File: src/regs_pkg.sv
// Purpose: Shared constants and carriers for the output control registers
// Assumes: Byte-wide registers behind a parallel access port
// Notes: Per-channel registers are copied once per channel target
package regs_pkg;

    localparam int ADDR_W = 13;
    localparam int DATA_W = 8;
    localparam int NUM_CHAN = 2;

    // ------------------------------------------------------------
    // Register addresses
    // ------------------------------------------------------------
    localparam logic [12:0] ADDR_CHANNEL_INDEX = 13'h0005;
    localparam logic [12:0] ADDR_POWER_MODE = 13'h0008;
    localparam logic [12:0] ADDR_ENHANCEMENT = 13'h000C;
    localparam logic [12:0] ADDR_OUTPUT_MODE = 13'h0014;
    localparam logic [12:0] ADDR_DRIVER_ADJUST = 13'h0015;
    localparam logic [12:0] ADDR_CLOCK_PHASE = 13'h0016;
    localparam logic [12:0] ADDR_COMMIT = 13'h00FF;
    localparam logic [12:0] ADDR_OVERRIDE = 13'h0100;

    // ------------------------------------------------------------
    // Writable bit masks (open bits read zero)
    // ------------------------------------------------------------
    localparam logic [7:0] MASK_CHANNEL_INDEX = 8'h03;
    localparam logic [7:0] MASK_POWER_MODE = 8'h03;
    localparam logic [7:0] MASK_ENHANCEMENT = 8'h04;
    localparam logic [7:0] MASK_OUTPUT_MODE = 8'h45;
    localparam logic [7:0] MASK_DRIVER_ADJUST = 8'h31;
    localparam logic [7:0] MASK_CLOCK_PHASE = 8'h7F;
    localparam logic [7:0] MASK_OVERRIDE = 8'h77;

    // ------------------------------------------------------------
    // Reset values
    // ------------------------------------------------------------
    localparam logic [7:0] RST_CHANNEL_INDEX = 8'h03;
    localparam logic [7:0] RST_POWER_MODE = 8'h00;
    localparam logic [7:0] RST_ENHANCEMENT = 8'h00;
    localparam logic [7:0] RST_OUTPUT_MODE = 8'h01;
    localparam logic [7:0] RST_DRIVER_ADJUST = 8'h00;
    localparam logic [7:0] RST_CLOCK_PHASE = 8'h03;
    localparam logic [7:0] RST_OVERRIDE = 8'h00;

    // ------------------------------------------------------------
    // Field positions
    // ------------------------------------------------------------
    localparam int BIT_CHOP = 2;
    localparam int BIT_REDUCED_RANGE = 6;
    localparam int BIT_INVERT = 2;
    localparam int BIT_TWOS_COMP = 0;
    localparam int BIT_TERM_HI = 5;
    localparam int BIT_TERM_LO = 4;
    localparam int BIT_DRIVE_DOUBLE = 0;
    localparam int BIT_IN_PHASE_HI = 6;
    localparam int BIT_IN_PHASE_LO = 4;
    localparam int BIT_OUT_PHASE_HI = 3;
    localparam int BIT_OUT_PHASE_LO = 0;
    localparam int BIT_COMMIT = 0;

    localparam logic [3:0] OUT_PHASE_MAX = 4'hB;
    localparam logic [1:0] TERM_NONE = 2'h0;
    localparam logic [1:0] CUR_STANDARD = 2'h2;
    localparam logic [1:0] CUR_REDUCED = 2'h1;

    typedef enum {
        PWR_NORMAL,
        PWR_DOWN,
        PWR_STANDBY,
        PWR_DIG_RESET
    } power_state_t;

    typedef struct packed {
        logic [7:0] output_mode;
        logic [7:0] driver_adjust;
        logic [7:0] clock_phase;
    } chan_regs_t;

    typedef struct packed {
        logic reduced_range;
        logic invert;
        logic twos_comp;
        logic [1:0] termination;
        logic drive_double;
        logic [1:0] drive_current;
        logic [2:0] input_phase;
        logic [3:0] clock_phase;
    } chan_cfg_t;

    typedef struct packed {
        logic clk_en;
        logic reset;
        logic out_en;
    } datapath_ctl_t;

endpackage

File: src/chan_reg.sv
// Purpose: One channel's copy of the per-channel output registers
// Assumes: Write strobe already qualified by the channel index
// Notes: Effective settings come out of flip-flops
`timescale 1ns/1ps
module chan_reg
    import regs_pkg::*;
(
    input wire logic sys_clk,
    input wire logic rst_sync_n,
    input wire logic wr_en,
    input wire logic [ADDR_W-1:0] addr,
    input wire logic [DATA_W-1:0] wdata,
    output chan_regs_t regs,
    output chan_cfg_t cfg
);

    chan_regs_t next_regs;
    chan_cfg_t next_cfg;

    // ------------------------------------------------------------
    // Register storage
    // ------------------------------------------------------------
    always_comb begin
        next_regs = regs;
        if (wr_en) begin
            case (addr)
                ADDR_OUTPUT_MODE: begin
                    next_regs.output_mode = wdata & MASK_OUTPUT_MODE; // [RULE21]
                end
                ADDR_DRIVER_ADJUST: begin
                    next_regs.driver_adjust = wdata & MASK_DRIVER_ADJUST;
                end
                ADDR_CLOCK_PHASE: begin
                    next_regs.clock_phase = wdata & MASK_CLOCK_PHASE;
                end
                default: begin
                    next_regs = regs;
                end
            endcase
        end
    end

    // ------------------------------------------------------------
    // Effective settings
    // ------------------------------------------------------------
    always_comb begin
        next_cfg.reduced_range = next_regs.output_mode[BIT_REDUCED_RANGE]; // [RULE10]
        next_cfg.invert = next_regs.output_mode[BIT_INVERT]; // [RULE12]
        next_cfg.twos_comp = next_regs.output_mode[BIT_TWOS_COMP]; // [RULE13]
        next_cfg.termination =
            next_regs.driver_adjust[BIT_TERM_HI:BIT_TERM_LO]; // [RULE14]
        next_cfg.drive_double =
            next_regs.driver_adjust[BIT_DRIVE_DOUBLE] &&
            (next_cfg.termination == TERM_NONE); // [RULE15] [RULE16]
        next_cfg.drive_current = next_cfg.reduced_range ?
            CUR_REDUCED : CUR_STANDARD; // [RULE11]
        next_cfg.input_phase =
            next_regs.clock_phase[BIT_IN_PHASE_HI:BIT_IN_PHASE_LO]; // [RULE17]
        next_cfg.clock_phase =
            next_regs.clock_phase[BIT_OUT_PHASE_HI:BIT_OUT_PHASE_LO];
        if (next_cfg.clock_phase > OUT_PHASE_MAX) begin
            next_cfg.clock_phase = OUT_PHASE_MAX; // [RULE19]
        end
    end

    always_ff @(posedge sys_clk or negedge rst_sync_n) begin
        if (!rst_sync_n) begin
            regs.output_mode <= RST_OUTPUT_MODE;
            regs.driver_adjust <= RST_DRIVER_ADJUST;
            regs.clock_phase <= RST_CLOCK_PHASE;
            cfg <= '0;
            cfg.twos_comp <= RST_OUTPUT_MODE[BIT_TWOS_COMP];
            cfg.drive_current <= CUR_STANDARD;
            cfg.clock_phase <= RST_CLOCK_PHASE[BIT_OUT_PHASE_HI:0];
        end else begin
            regs <= next_regs;
            cfg <= next_cfg;
        end
    end

endmodule

File: src/adc_output_control_regs.sv
// Purpose: Control register bank of a dual-channel converter
// Assumes: Serial port framing decoded into byte accesses on sys_clk
// Notes: Only rst_n (power-on reset) clears this block
//
// Overview of operation
// RULE1 - Index low bits pick per-channel write targets
// RULE2 - Writes apply at once except override register
// RULE3 - Override applies on commit bit zero write
// RULE4 - Mode 00 keeps both channels fully active
// RULE5 - Mode 01 gates clocks, resets, disables outputs
// RULE6 - Mode 10 gates clocks, disables outputs only
// RULE7 - Mode 11 resets datapath, not the port
// RULE8 - Only power-on reset resets the port
// RULE9 - Enhancement bit 2 enables first stage chopping
// RULE10 - Output mode bit 6 picks reduced range
// RULE11 - Driver current follows range automatically
// RULE12 - Output mode bit 2 inverts serial stream
// RULE13 - Bit 0 set twos complement, clear offset
// RULE14 - Adjust bits 5:4 pick driver termination
// RULE15 - Adjust bit 0 doubles clock output drive
// RULE16 - Termination overrides double drive strength
// RULE17 - Input phase delays sampling 0 to 7
// RULE18 - Host keeps input phase within divider
// RULE19 - Output clock phase code times 60 degrees
// RULE20 - Host writes 03 then 00 for reset
// RULE21 - Open bits ignore writes, read zero
`timescale 1ns/1ps
module adc_output_control_regs
    import regs_pkg::*;
(
    input wire logic sys_clk,
    input wire logic rst_n,
    input wire logic reg_wr_en,
    input wire logic reg_rd_en,
    input wire logic [ADDR_W-1:0] reg_addr,
    input wire logic [DATA_W-1:0] reg_wdata,
    output logic [DATA_W-1:0] reg_rdata,
    output logic reg_rvalid,
    output datapath_ctl_t datapath_ctl,
    output logic chop_en,
    output logic [DATA_W-1:0] override_active,
    output chan_cfg_t chan_cfg [NUM_CHAN]
);

    // ------------------------------------------------------------
    // Reset release
    // ------------------------------------------------------------
    logic rst_meta_n;
    logic rst_sync_n;

    always_ff @(posedge sys_clk or negedge rst_n) begin
        if (!rst_n) begin
            rst_meta_n <= 1'b0;
            rst_sync_n <= 1'b0;
        end else begin
            rst_meta_n <= 1'b1;
            rst_sync_n <= rst_meta_n; // [RULE8]
        end
    end

    // ------------------------------------------------------------
    // Global registers
    // ------------------------------------------------------------
    logic [7:0] channel_index;
    logic [7:0] power_mode_select;
    logic [7:0] enhancement_control;
    logic [7:0] override_pending;
    logic [7:0] next_channel_index;
    logic [7:0] next_power_mode_select;
    logic [7:0] next_enhancement_control;
    logic [7:0] next_override_pending;
    logic [7:0] next_override_active;
    logic commit_hit;

    always_comb begin
        next_channel_index = channel_index;
        next_power_mode_select = power_mode_select;
        next_enhancement_control = enhancement_control;
        next_override_pending = override_pending;
        next_override_active = override_active;
        commit_hit = 1'b0;
        if (reg_wr_en) begin
            case (reg_addr)
                ADDR_CHANNEL_INDEX: begin
                    next_channel_index = reg_wdata & MASK_CHANNEL_INDEX;
                end
                ADDR_POWER_MODE: begin
                    next_power_mode_select = reg_wdata & MASK_POWER_MODE;
                end
                ADDR_ENHANCEMENT: begin
                    next_enhancement_control = reg_wdata & MASK_ENHANCEMENT;
                end
                ADDR_OVERRIDE: begin
                    next_override_pending = reg_wdata & MASK_OVERRIDE; // [RULE2]
                end
                ADDR_COMMIT: begin
                    commit_hit = reg_wdata[BIT_COMMIT];
                end
                default: begin
                    commit_hit = 1'b0;
                end
            endcase
        end
        if (commit_hit) begin
            next_override_active = override_pending; // [RULE3]
        end
    end

    always_ff @(posedge sys_clk or negedge rst_sync_n) begin
        if (!rst_sync_n) begin
            channel_index <= RST_CHANNEL_INDEX;
            power_mode_select <= RST_POWER_MODE;
            enhancement_control <= RST_ENHANCEMENT;
            override_pending <= RST_OVERRIDE;
            override_active <= RST_OVERRIDE;
        end else begin
            channel_index <= next_channel_index;
            power_mode_select <= next_power_mode_select;
            enhancement_control <= next_enhancement_control;
            override_pending <= next_override_pending;
            override_active <= next_override_active;
        end
    end

    // ------------------------------------------------------------
    // Power modes and chopping
    // ------------------------------------------------------------
    power_state_t power_state;
    datapath_ctl_t next_datapath_ctl;
    logic next_chop_en;

    always_comb begin
        case (next_power_mode_select[1:0])
            2'h0: power_state = PWR_NORMAL;
            2'h1: power_state = PWR_DOWN;
            2'h2: power_state = PWR_STANDBY;
            default: power_state = PWR_DIG_RESET;
        endcase
        case (power_state)
            PWR_NORMAL: begin
                next_datapath_ctl = '{clk_en: 1'b1, reset: 1'b0,
                    out_en: 1'b1}; // [RULE4]
            end
            PWR_DOWN: begin
                next_datapath_ctl = '{clk_en: 1'b0, reset: 1'b1,
                    out_en: 1'b0}; // [RULE5]
            end
            PWR_STANDBY: begin
                next_datapath_ctl = '{clk_en: 1'b0, reset: 1'b0,
                    out_en: 1'b0}; // [RULE6]
            end
            default: begin
                next_datapath_ctl = '{clk_en: 1'b1, reset: 1'b1,
                    out_en: 1'b0}; // [RULE7] [RULE20]
            end
        endcase
        next_chop_en = next_enhancement_control[BIT_CHOP]; // [RULE9]
    end

    always_ff @(posedge sys_clk or negedge rst_sync_n) begin
        if (!rst_sync_n) begin
            datapath_ctl <= '{clk_en: 1'b1, reset: 1'b0, out_en: 1'b1};
            chop_en <= 1'b0;
        end else begin
            datapath_ctl <= next_datapath_ctl;
            chop_en <= next_chop_en;
        end
    end

    // ------------------------------------------------------------
    // Per-channel registers
    // ------------------------------------------------------------
    chan_regs_t chan_regs [NUM_CHAN];
    logic [NUM_CHAN-1:0] chan_wr;

    for (genvar c = 0; c < NUM_CHAN; c++) begin : g_chan
        assign chan_wr[c] = reg_wr_en && channel_index[c]; // [RULE1]
        chan_reg u_chan (
            .sys_clk(sys_clk),
            .rst_sync_n(rst_sync_n),
            .wr_en(chan_wr[c]),
            .addr(reg_addr),
            .wdata(reg_wdata),
            .regs(chan_regs[c]),
            .cfg(chan_cfg[c])
        );
    end

    // ------------------------------------------------------------
    // Read path
    // ------------------------------------------------------------
    chan_regs_t sel_regs;
    logic [DATA_W-1:0] next_reg_rdata;

    always_comb begin
        sel_regs = chan_regs[0];
        if (!channel_index[0] && channel_index[1]) begin
            sel_regs = chan_regs[1];
        end
        case (reg_addr)
            ADDR_CHANNEL_INDEX: next_reg_rdata = channel_index;
            ADDR_POWER_MODE: next_reg_rdata = power_mode_select;
            ADDR_ENHANCEMENT: next_reg_rdata = enhancement_control;
            ADDR_OUTPUT_MODE: next_reg_rdata = sel_regs.output_mode;
            ADDR_DRIVER_ADJUST: next_reg_rdata = sel_regs.driver_adjust;
            ADDR_CLOCK_PHASE: next_reg_rdata = sel_regs.clock_phase;
            ADDR_OVERRIDE: next_reg_rdata = override_pending;
            default: next_reg_rdata = 8'h00; // [RULE21]
        endcase
        if (!reg_rd_en) begin
            next_reg_rdata = reg_rdata;
        end
    end

    always_ff @(posedge sys_clk or negedge rst_sync_n) begin
        if (!rst_sync_n) begin
            reg_rdata <= 8'h00;
            reg_rvalid <= 1'b0;
        end else begin
            reg_rdata <= next_reg_rdata;
            reg_rvalid <= reg_rd_en;
        end
    end

endmodule

File: config.mk
export PLATFORM = sky130hd
export DESIGN_NAME = adc_output_control_regs
export DESIGN_NICKNAME = d
export VERILOG_FILES = /design/src/regs_pkg.sv /design/src/chan_reg.sv /design/src/adc_output_control_regs.sv
export SDC_FILE = /design/constraint.sdc
export NUM_CORES = 1
export LEC_CHECK = 0
export CORE_UTILIZATION = 60
export CTS_CLUSTER_DIAMETER = 150
export CTS_CLUSTER_SIZE = 16
export DETAILED_ROUTE_END_ITERATION = 10
export DONT_BUFFER_PORTS = 1
export PLACE_DENSITY = 0.76
export SKIP_LAST_GASP = 1
export SLEW_MARGIN = 20
export SYNTH_ARGS = -nofsm -noshare
export SYNTH_HDL_FRONTEND = slang
export SYNTH_HIERARCHICAL = 1
export SYNTH_SLANG_ARGS = --single-unit
File: constraint.sdc
create_clock -name sys_clk -period 4.1 [get_ports sys_clk]
set_input_delay 0.205 -clock sys_clk [delete_from_list [all_inputs] [get_ports sys_clk]]
set_output_delay 0.205 -clock sys_clk [all_outputs]
set_load 0.03 [all_outputs]
-- Word level (Yosys, flattened, before mapping)
Index checks and enable logic that the tools add are counted.
- bits of input ports: 25
- output and inout bits: 51
- register bits after elaboration: 87
- logic and storage cells: 83
- equality and inequality tests: 12
- $lt $le $gt $ge: 2
- reduce and logical (&&, ||, !) cells: 13
- multiplexer cells: 22
- operators with widths (kind ; count):
    $mux 23 ; 3
    $pmux 8 s7 ; 1
    $eq 13x5->1 const B ; 3
    $logic_not 32->1 ; 1
    $mux 7 ; 4
    $eq 13x4->1 const B ; 2
    $eq 13x3->1 const B ; 1
    $eq 13x8->1 const B ; 1
    $eq 13x9->1 const B ; 1
    $mux 6 ; 2
    $pmux 3 s3 ; 1
    $gt 4x4->1 const B ; 2
    $mux 2 ; 4
    $mux 4 ; 2
    $logic_not 2->1 ; 3
    $mux 3 ; 2
    $pmux 2 s3 ; 1
    $reduce_and 2->1 ; 3
    $logic_and 1x1->1 ; 5
    $eq 2x1->1 const B ; 2
    $eq 2x2->1 const B ; 2
    $mux 1 ; 2
    $logic_not 1->1 ; 1

-- Depth between registers and ports, before layout
Gate-level depths: netlist (run 1).
- word-level depth: 7
- depth in mapped cells: 7
- mapped depth without buffers: 7

-- Cells and area by module
The synthesis (run 1) kept the hierarchy.
- modules (own cells, without submodules) (module ; sequential area each (um^2) ; area an instance (um^2) ; cells each ; instances):
    adc_output_control_regs ; 755.7 ; 1898.1 ; 186 ; 1
    chan_reg at g_chan[1].u_chan ; 457.9 ; 996.0 ; 78 ; 1
    chan_reg at g_chan[0].u_chan ; 457.9 ; 965.9 ; 78 ; 1

-- Worst setup path before layout (run 1)
No wires, ideal clock.
- path type: register to register
- start point: register channel_index[0]
- end point: register g_chan[0].u_chan/cfg[3] in the netlist's numbering
- library setup time: 125 ps
- clock period less this slack: 1840 ps
- data required time: 3975 ps
- setup slack: 2260 ps
- path buffers: 0
- arrival: 1715 ps
- stages on the path, launching flop included: 5
- cell sequence: dfstp_2 and2_1 nand2b_1 nor4_4 mux2_2
- RTL lines (element ; RTL line ; source):
    from (decl) ; adc_output_control_regs.sv:64 ; logic [7:0] channel_index;
    from (signal assigned) ; adc_output_control_regs.sv:117 ; channel_index <= next_channel_index;
    to (signal assigned) ; chan_reg.sv:77 ; cfg <= next_cfg;
    to (decl) ; chan_reg.sv:14 ; output chan_cfg_t cfg

-- Worst setup path after layout (run 1)
- start point: register channel_index[0]
- end point: register reg_rdata[1]
- longest elaborated chain between the ends: 4
- RTL lines (element ; RTL line ; source):
    $logic_not 1->1 ; adc_output_control_regs.sv:197 ; if (!channel_index[0] && channel_index[1]) begin
    $logic_and 1x1->1 ; adc_output_control_regs.sv:197 ;
    $mux 23 ; adc_output_control_regs.sv:197 ;
    $pmux 8 s7 ; adc_output_control_regs.sv:200 ; case (reg_addr)
    to (signal assigned) ; adc_output_control_regs.sv:220 ; reg_rdata <= next_reg_rdata;
    to (decl) ; adc_output_control_regs.sv:37 ; output logic [DATA_W-1:0] reg_rdata,
No other way between the ends.
A chain may end at the register's enable or synchronous reset.

==> flow_metrics.env, run 1 <==
export IMPL_endpoint_kind="flop"
export IMPL_dieArea_sq_um=6760
export IMPL_drt_iter0_markers=160
export IMPL_required_ns=4.30
export IMPL_slew_headroom=0.403
export IMPL_antenna_found_initial=0
export IMPL_crit_path_cell_trace="nand2b_1, buf_4, mux2i_1, o22ai_1, a221oi_1, o22ai_2"
export IMPL_overflow=0
export IMPL_synth_edff_count=0
export IMPL_drive_gt1_frac=0.279
export IMPL_yosysTopAreaCell="dfrtp_1"
export IMPL_htree_num_levels=3
export IMPL_fp_dieH_um=82.2
export IMPL_yosysWarnings=6
export IMPL_max_freq_mhz=431
export IMPL_dieWidth_um=82.2
export IMPL_ys_seq_area_frac=0.433
export IMPL_diodes=0
export IMPL_final_core_util=0.644
export IMPL_grt_start_max_net_pins=65
export IMPL_track_usage=0.269
export IMPL_crit_fanout=19
export IMPL_fin_setup_tns_ns=0
export IMPL_clock_skew_ns=0.00692
export IMPL_cp_slowest_cell="dfstp_2"
export IMPL_grt_pass1_vias=2441
export IMPL_cap_violations=0
export IMPL_synth_top_area_frac=0.324
export IMPL_status="complete, no violations"
export IMPL_ioPinCount=76
export IMPL_synth_area_leaders="dfrtp_1, mux2_2, dfstp_2, buf_4, mux2i_1"
export IMPL_crit_start="channel_index[0]"
export IMPL_synth_cell_types=56
export IMPL_drtPass1Iterations=4
export IMPL_grt_pass1_wl_um=13100
export IMPL_clockBufferDepth=2
export IMPL_layout_nets=351
export IMPL_leakage_nw=1.81
export IMPL_rrSetupSlack_ns=1.78
export IMPL_critPathMaxStageDelay_ns=0.57
export IMPL_instances_no_fill=405
export IMPL_post_place_cells=385
export IMPL_async_flop_share=1.00
export IMPL_ant_nets=0
export IMPL_hpwl_um=5810
export IMPL_finalSetupViolations=0
export IMPL_power_density_nw_per_um2=326
export IMPL_cts_post_setup_buffers_inserted=0
export IMPL_holdCritPathClass="primary input to flop"
export IMPL_cts_root_buf="clkbuf_8"
export IMPL_syn_area_per_cell_sq_um=11.3
export IMPL_clock_sinks=66
export IMPL_cp_start_kind="flop"
export IMPL_routedWlPerCell_um=20.7
export IMPL_rr_startpoint="channel_index[0]"
export IMPL_tightest_slew_ns=0.889
export IMPL_clock_latency_ns=0.34
export IMPL_vias=2480
export IMPL_synth_most_common_cell="dfrtp_1"
export IMPL_core_rowCount=28
export IMPL_period_needed_ns=2.32
export IMPL_ys_seq_elements=66
export IMPL_slew_violations=0
export IMPL_area_growth_syn_to_layout_pct=1.17
export IMPL_dpl_cell_area_sq_um=3660
export IMPL_portBuffers=0
export IMPL_irDropWorstVdd_v=0.000283
export IMPL_path_class="flop to flop"
export IMPL_min_from="reg_wdata[0]"
export IMPL_cts_made_buffers=9
export IMPL_netlist_top_cells_count="dfrtp_1, buf_4, mux2_2"
export IMPL_fin_crit_sh=0.566
export IMPL_cts_tree="done"
export IMPL_syn_area_sq_um=3860
export IMPL_gp_congestion=0.855
export IMPL_synthCells=342
export IMPL_crit_arrival_ns=2.52
export IMPL_synth_flop_cell="dfrtp_1"
export IMPL_vias_per_cell=6.12
export IMPL_drc=0
export IMPL_routed_wl_um=8370
export IMPL_final_area_sq_um=3910
export IMPL_clk_pin_slew_worst_paths_ns=0.08
export IMPL_start_util=0.637
export IMPL_coreArea_sq_um=6060
export IMPL_hold_violations=0
export IMPL_rsz0062_at_grt="false"
kinds of logic after synthesis:
family          count (synthesis)  synth area share
buf+inv                        64             0.109
compound gates                 42            0.0762
fa+ha+maj                       1           0.00324
other cells                     4           0.00389
mux                            76             0.211
flops                          66             0.433
simple gates                   89             0.164
where the power goes:
group          total (mW)  switching (mW)  internal (mW)
clock network       0.547           0.250          0.297
registers           0.671          0.0132          0.658
logic              0.0566          0.0345         0.0221
cells in the final DEF (no fill, tap or decap), drive strengths merged, types with 5 or more instances in the layout:
cell	n
nand4	7
dfstp	16
mux2i	32
conb	25
nand2b	7
nor4	5
a2bb2oi	5
dfrtp	50
o22ai	9
and2	5
mux2	44
inv	10
nand2	15
a21oi	10
nor2	17
clkbuf	10
layout make-up:
cell class	instances	area, sq um
clock buffer	10	138
multi-input combinational	233	1850
inverter	9	33.8
tap	75	93.8
sequential	66	1670
fill	502	2160
timing repair buffer	6	55.1
clock inverter	6	63.8
through the flow:
stage / power, mW / setup WS (ns) / hold slack, ns
after global placement: 0.733 / 1.84 / -0.0906
after detailed placement: 0.734 / 1.81 / -0.0905
after global routing: 1.32 / 1.66 / 0.00139
after floorplan: 0.743 / 2.15 / -0.0906
final: 1.27 / 1.78 / 0.0105
after CTS: 1.28 / 1.82 / 0.00332
metal layers:
layer,track usage,vias up,part of all wire
li1,-,1151,-
met1,0.372,1225,0.44
met2,0.425,96,0.49
met3,0.0681,8,0.066
met4,0.0596,0,0.011
met5,0,-,0
flip-flops by register name (all words and copies together) (netlist names), 2 cells and up:
name,count
reg_rdata,8
datapath_ctl,3
g_chan.u_chan/regs,16
override_active,6
override_pending,6
g_chan.u_chan/cfg,20
channel_index,2
worst paths after layout:
path,end,cells after the start
hold reg to reg,rst_sync_n,0
hold / removal,g_chan[1].u_chan/cfg[9],2
setup reg to reg,reg_rdata[1],6
min in group asynchronous,rst_meta_n,1
max in group asynchronous,power_mode_select[1],1
setup / recovery,reg_rdata[1],6
worst max-delay path: cells and delay by family (launching register included):
kind	cells	cell delay, ns
flops	1	0.57
compound gates	3	0.69
buf+inv	1	0.37
simple gates	1	0.31
mux	1	0.25
what timing repair did:
| item | CTS | global route |
|---|---|---|
| hold buffers | 4 | 0 |
| resized for setup | 0 | 0 |
| endpoints found under the hold margin | 13 | 0 |
Power figures use the tool's default switching activity.
==> inputs of run 2 (changes only) <==
--- a/config.mk
+++ b/config.mk
@@ -5,7 +5,8 @@
 export SDC_FILE = /design/constraint.sdc
 export NUM_CORES = 1
 export LEC_CHECK = 0
-export CORE_UTILIZATION = 60
+export ABC_AREA = 1
+export CORE_UTILIZATION = 58
 export CTS_CLUSTER_DIAMETER = 150
 export CTS_CLUSTER_SIZE = 16
 export DETAILED_ROUTE_END_ITERATION = 10
==> constraint.sdc (replaced) <==
create_clock -name sys_clk -period 2.1 [get_ports sys_clk]
set_input_delay 0.105 -clock sys_clk [delete_from_list [all_inputs] [get_ports sys_clk]]
set_output_delay 0.105 -clock sys_clk [all_outputs]
set_load 0.03 [all_outputs]
==> flow_metrics.env, run 2 <==
export IMPL_status="complete, no violations"
export IMPL_cts_post_setup_buffers_inserted=0
export IMPL_critPathTopFamily="simple AND/OR/NAND/NOR gates"
export IMPL_synth_compound_area_frac=0.0596
export IMPL_syn_area_sq_um=4140
export IMPL_antenna_found_initial=0
export IMPL_area_growth_syn_to_layout_pct=3.20
export IMPL_cts_made_buffers=9
export IMPL_drc=0
export IMPL_gp_congestion=0.900
export IMPL_cp_slowest_cell="dfstp_2"
export IMPL_cp_num_cells=10
export IMPL_track_usage=0.262
export IMPL_routed_wl_um=8740
export IMPL_dieArea_sq_um=7480
export IMPL_synth_cell_types=29
export IMPL_hold_slack_ns=0.0338
export IMPL_ys_seq_elements=66
export IMPL_synth_most_common_cell="nand2_1"
export IMPL_diodes=0
export IMPL_finalSetupViolations=0
export IMPL_async_flop_share=1.00
export IMPL_cts_root_buf="clkbuf_8"
export IMPL_rsz0062_at_grt="false"
export IMPL_final_common_cell="nand2_1"
export IMPL_grt_pass1_wl_um=14700
export IMPL_rr_startpoint="channel_index[0]"
export IMPL_overflow=0
export IMPL_ant_nets=0
export IMPL_crit_start="channel_index[0]"
export IMPL_r2r_end="reg_rdata[0]"
export IMPL_vias_per_cell=4.99
export IMPL_synth_edff_count=0
export IMPL_ys_seq_area_frac=0.404
export IMPL_clk_pin_slew_worst_paths_ns=0.07
export IMPL_reg2regPathDepth=10
export IMPL_grt_start_max_net_pins=65
export IMPL_layout_nets=564
export IMPL_slew_violations=0
export IMPL_max_freq_mhz=583
export IMPL_grt_pass1_vias=3092
export IMPL_netlist_top_cells_count="nand2_1, inv_1, dfrtp_1"
export IMPL_clock_latency_ns=0.35
export IMPL_fin_setup_tns_ns=0
export IMPL_crit_arrival_ns=2.00
export IMPL_portBuffers=0
export IMPL_path_class="flop to flop"
export IMPL_power_density_nw_per_um2=628
export IMPL_synthCells=548
export IMPL_endpoint_kind="flop"
export IMPL_rrSetupSlack_ns=0.39
export IMPL_vias=3191
export IMPL_cts_tree="done"
export IMPL_hpwl_um=6370
export IMPL_crit_fanout=24
export IMPL_post_place_ws_ns=0.444
export IMPL_slew_headroom=0.591
export IMPL_yosysWarnings=6
export IMPL_holdCritPathClass="primary input to flop"
export IMPL_top_register="g_chan.u_chan/cfg"
export IMPL_synth_top_family_by_area="simple AND/OR/NAND/NOR gates"
export IMPL_htree_num_levels=3
export IMPL_irDropWorstVdd_v=0.000553
export IMPL_synth_simple_gate_area_share=0.357
export IMPL_drt_iter0_markers=119
export IMPL_leakage_nw=2.31
export IMPL_clockBufferDepth=2
export IMPL_reg_largest_list="g_chan.u_chan/cfg (20), g_chan.u_chan/regs (16), reg_rdata (8)"
export IMPL_drtPass1Iterations=4
export IMPL_period_needed_ns=1.71
export IMPL_start_util=0.606
export IMPL_synth_flop_cell="dfrtp_1"
export IMPL_cp_endpoint="reg_rdata[0]"
export IMPL_final_cell_mix="nand2_1, inv_1, dfrtp_1"
export IMPL_syn_area_per_cell_sq_um=7.55
export IMPL_cap_violations=0
export IMPL_fin_crit_sh=0.816
export IMPL_drive_gt1_frac=0.186
export IMPL_setup_slack_ns=0.386
export IMPL_synth_area_mux_share=0
export IMPL_clock_sinks=66
export IMPL_critPathBufInv=2
export IMPL_synthAdderAreaFrac=0.00302
export IMPL_clock_skew_ns=0.00846
export IMPL_cp_start_kind="flop"
export IMPL_hold_violations=0
export IMPL_tightest_slew_ns=0.613
export IMPL_fp_dieH_um=86.5
export IMPL_critPathMostFrequentCell="nand2_1"
export IMPL_crit_path_cell_trace="inv_2, nand2_2, nand2_1, nand2_1, nand3_1, o21ai_1, inv_1, nand2_1, nand2_1, nand2_1"
export IMPL_synth_top_area_frac=0.302
export IMPL_core_rowCount=30
export IMPL_routedWlPerCell_um=13.7
export IMPL_synthXorXnorAreaFrac=0
export IMPL_dieWidth_um=86.5
export IMPL_cts_repair_resized=0
export IMPL_coreArea_sq_um=6830
export IMPL_required_ns=2.39
export IMPL_ioPinCount=76
export IMPL_critPathMaxStageDelay_ns=0.59
export IMPL_synth_area_leaders="dfrtp_1, nand2_1, dfstp_2, buf_4, inv_1"
export IMPL_largest_reg_flops=20
export IMPL_yosysTopAreaCell="dfrtp_1"
run 2: cell count changes after synthesis, moves of 11 or more:
cell and delta:
inv_1 +57, mux2_2 -43, mux2i_1 -32, nand2_1 +172, nand2_2 +11, nand3_1 +30
nor2_1 +19, nor2_4 +11, o21ai_1 +12, o21ai_2 +15
run 2: cell type report:
type | count | area [sq um]
tap | 96 | 120
clock inverter | 6 | 90.1
sequential | 66 | 1670
multi-input combinational | 374 | 1830
fill | 638 | 2560
clock buffer | 10 | 138
inverter | 73 | 274
timing repair buffer | 14 | 145
run 2: what timing repair did:
action / 4_1_cts / 5_1_grt
hold endpoints to repair: 50 / 0
hold buffers: 11 / 0
endpoints found under the setup margin: 0 / 0
run 2: power breakdown:
| part | switching (mW) | total (mW) | internal, mW |
|---|---|---|---|
| clock | 0.502 | 1.20 | 0.702 |
| sequential | 0.0234 | 1.31 | 1.28 |
| combinational | 0.116 | 0.170 | 0.0541 |
run 2: tightest hold or removal path: cells and delay by family:
kind                   cells  cell delay [ns]
and+or+nand+nor            2             0.17
buffers and inverters      2             0.08
run 2: cell families after synthesis:
logic type               count (synthesis)
AO/OA/AOI/OAI                           38
adder cells (fa/ha/maj)                  1
flip-flops                              66
AND/OR/NAND/NOR                        310
other                                    4
buffers and inverters                  129
run 2: per-stage QoR:
step           utilization  instance area [sq um]  total power, mW  std cells
2_1_floorplan            -                   4220             1.48        569
3_3_place_gp         0.576                   3930             1.46        612
3_5_place_dp         0.576                   3930             1.47        612
4_1_cts              0.625                   4270             2.71        639
5_1_grt              0.625                   4270             2.79        639
6_report             0.625                   4270             2.68        639
run 2: worst min-delay path by stage:
stage | start | to | slack (ns) | cells after the start
after floorplan | rst_n | rst_meta_n | -0.19 | 0
after global placement | rst_n | rst_meta_n | -0.19 | 0
after detailed placement | rst_n | rst_meta_n | -0.19 | 0
after CTS | reg_wdata[1] | g_chan[0].u_chan/regs[1] | 0.02 | 4
after global routing | reg_wdata[1] | g_chan[0].u_chan/regs[1] | 0.05 | 4
final | reg_wdata[1] | g_chan[0].u_chan/regs[1] | 0.03 | 4
run 2: metal layers:
layer / track usage / vias up / routed length (um)
met5: 0 / - / 0
met4: 0.0924 / 0 / 132
met3: 0.0857 / 12 / 586
met2: 0.452 / 82 / 4320
met1: 0.306 / 1507 / 3700
li1: - / 1590 / -
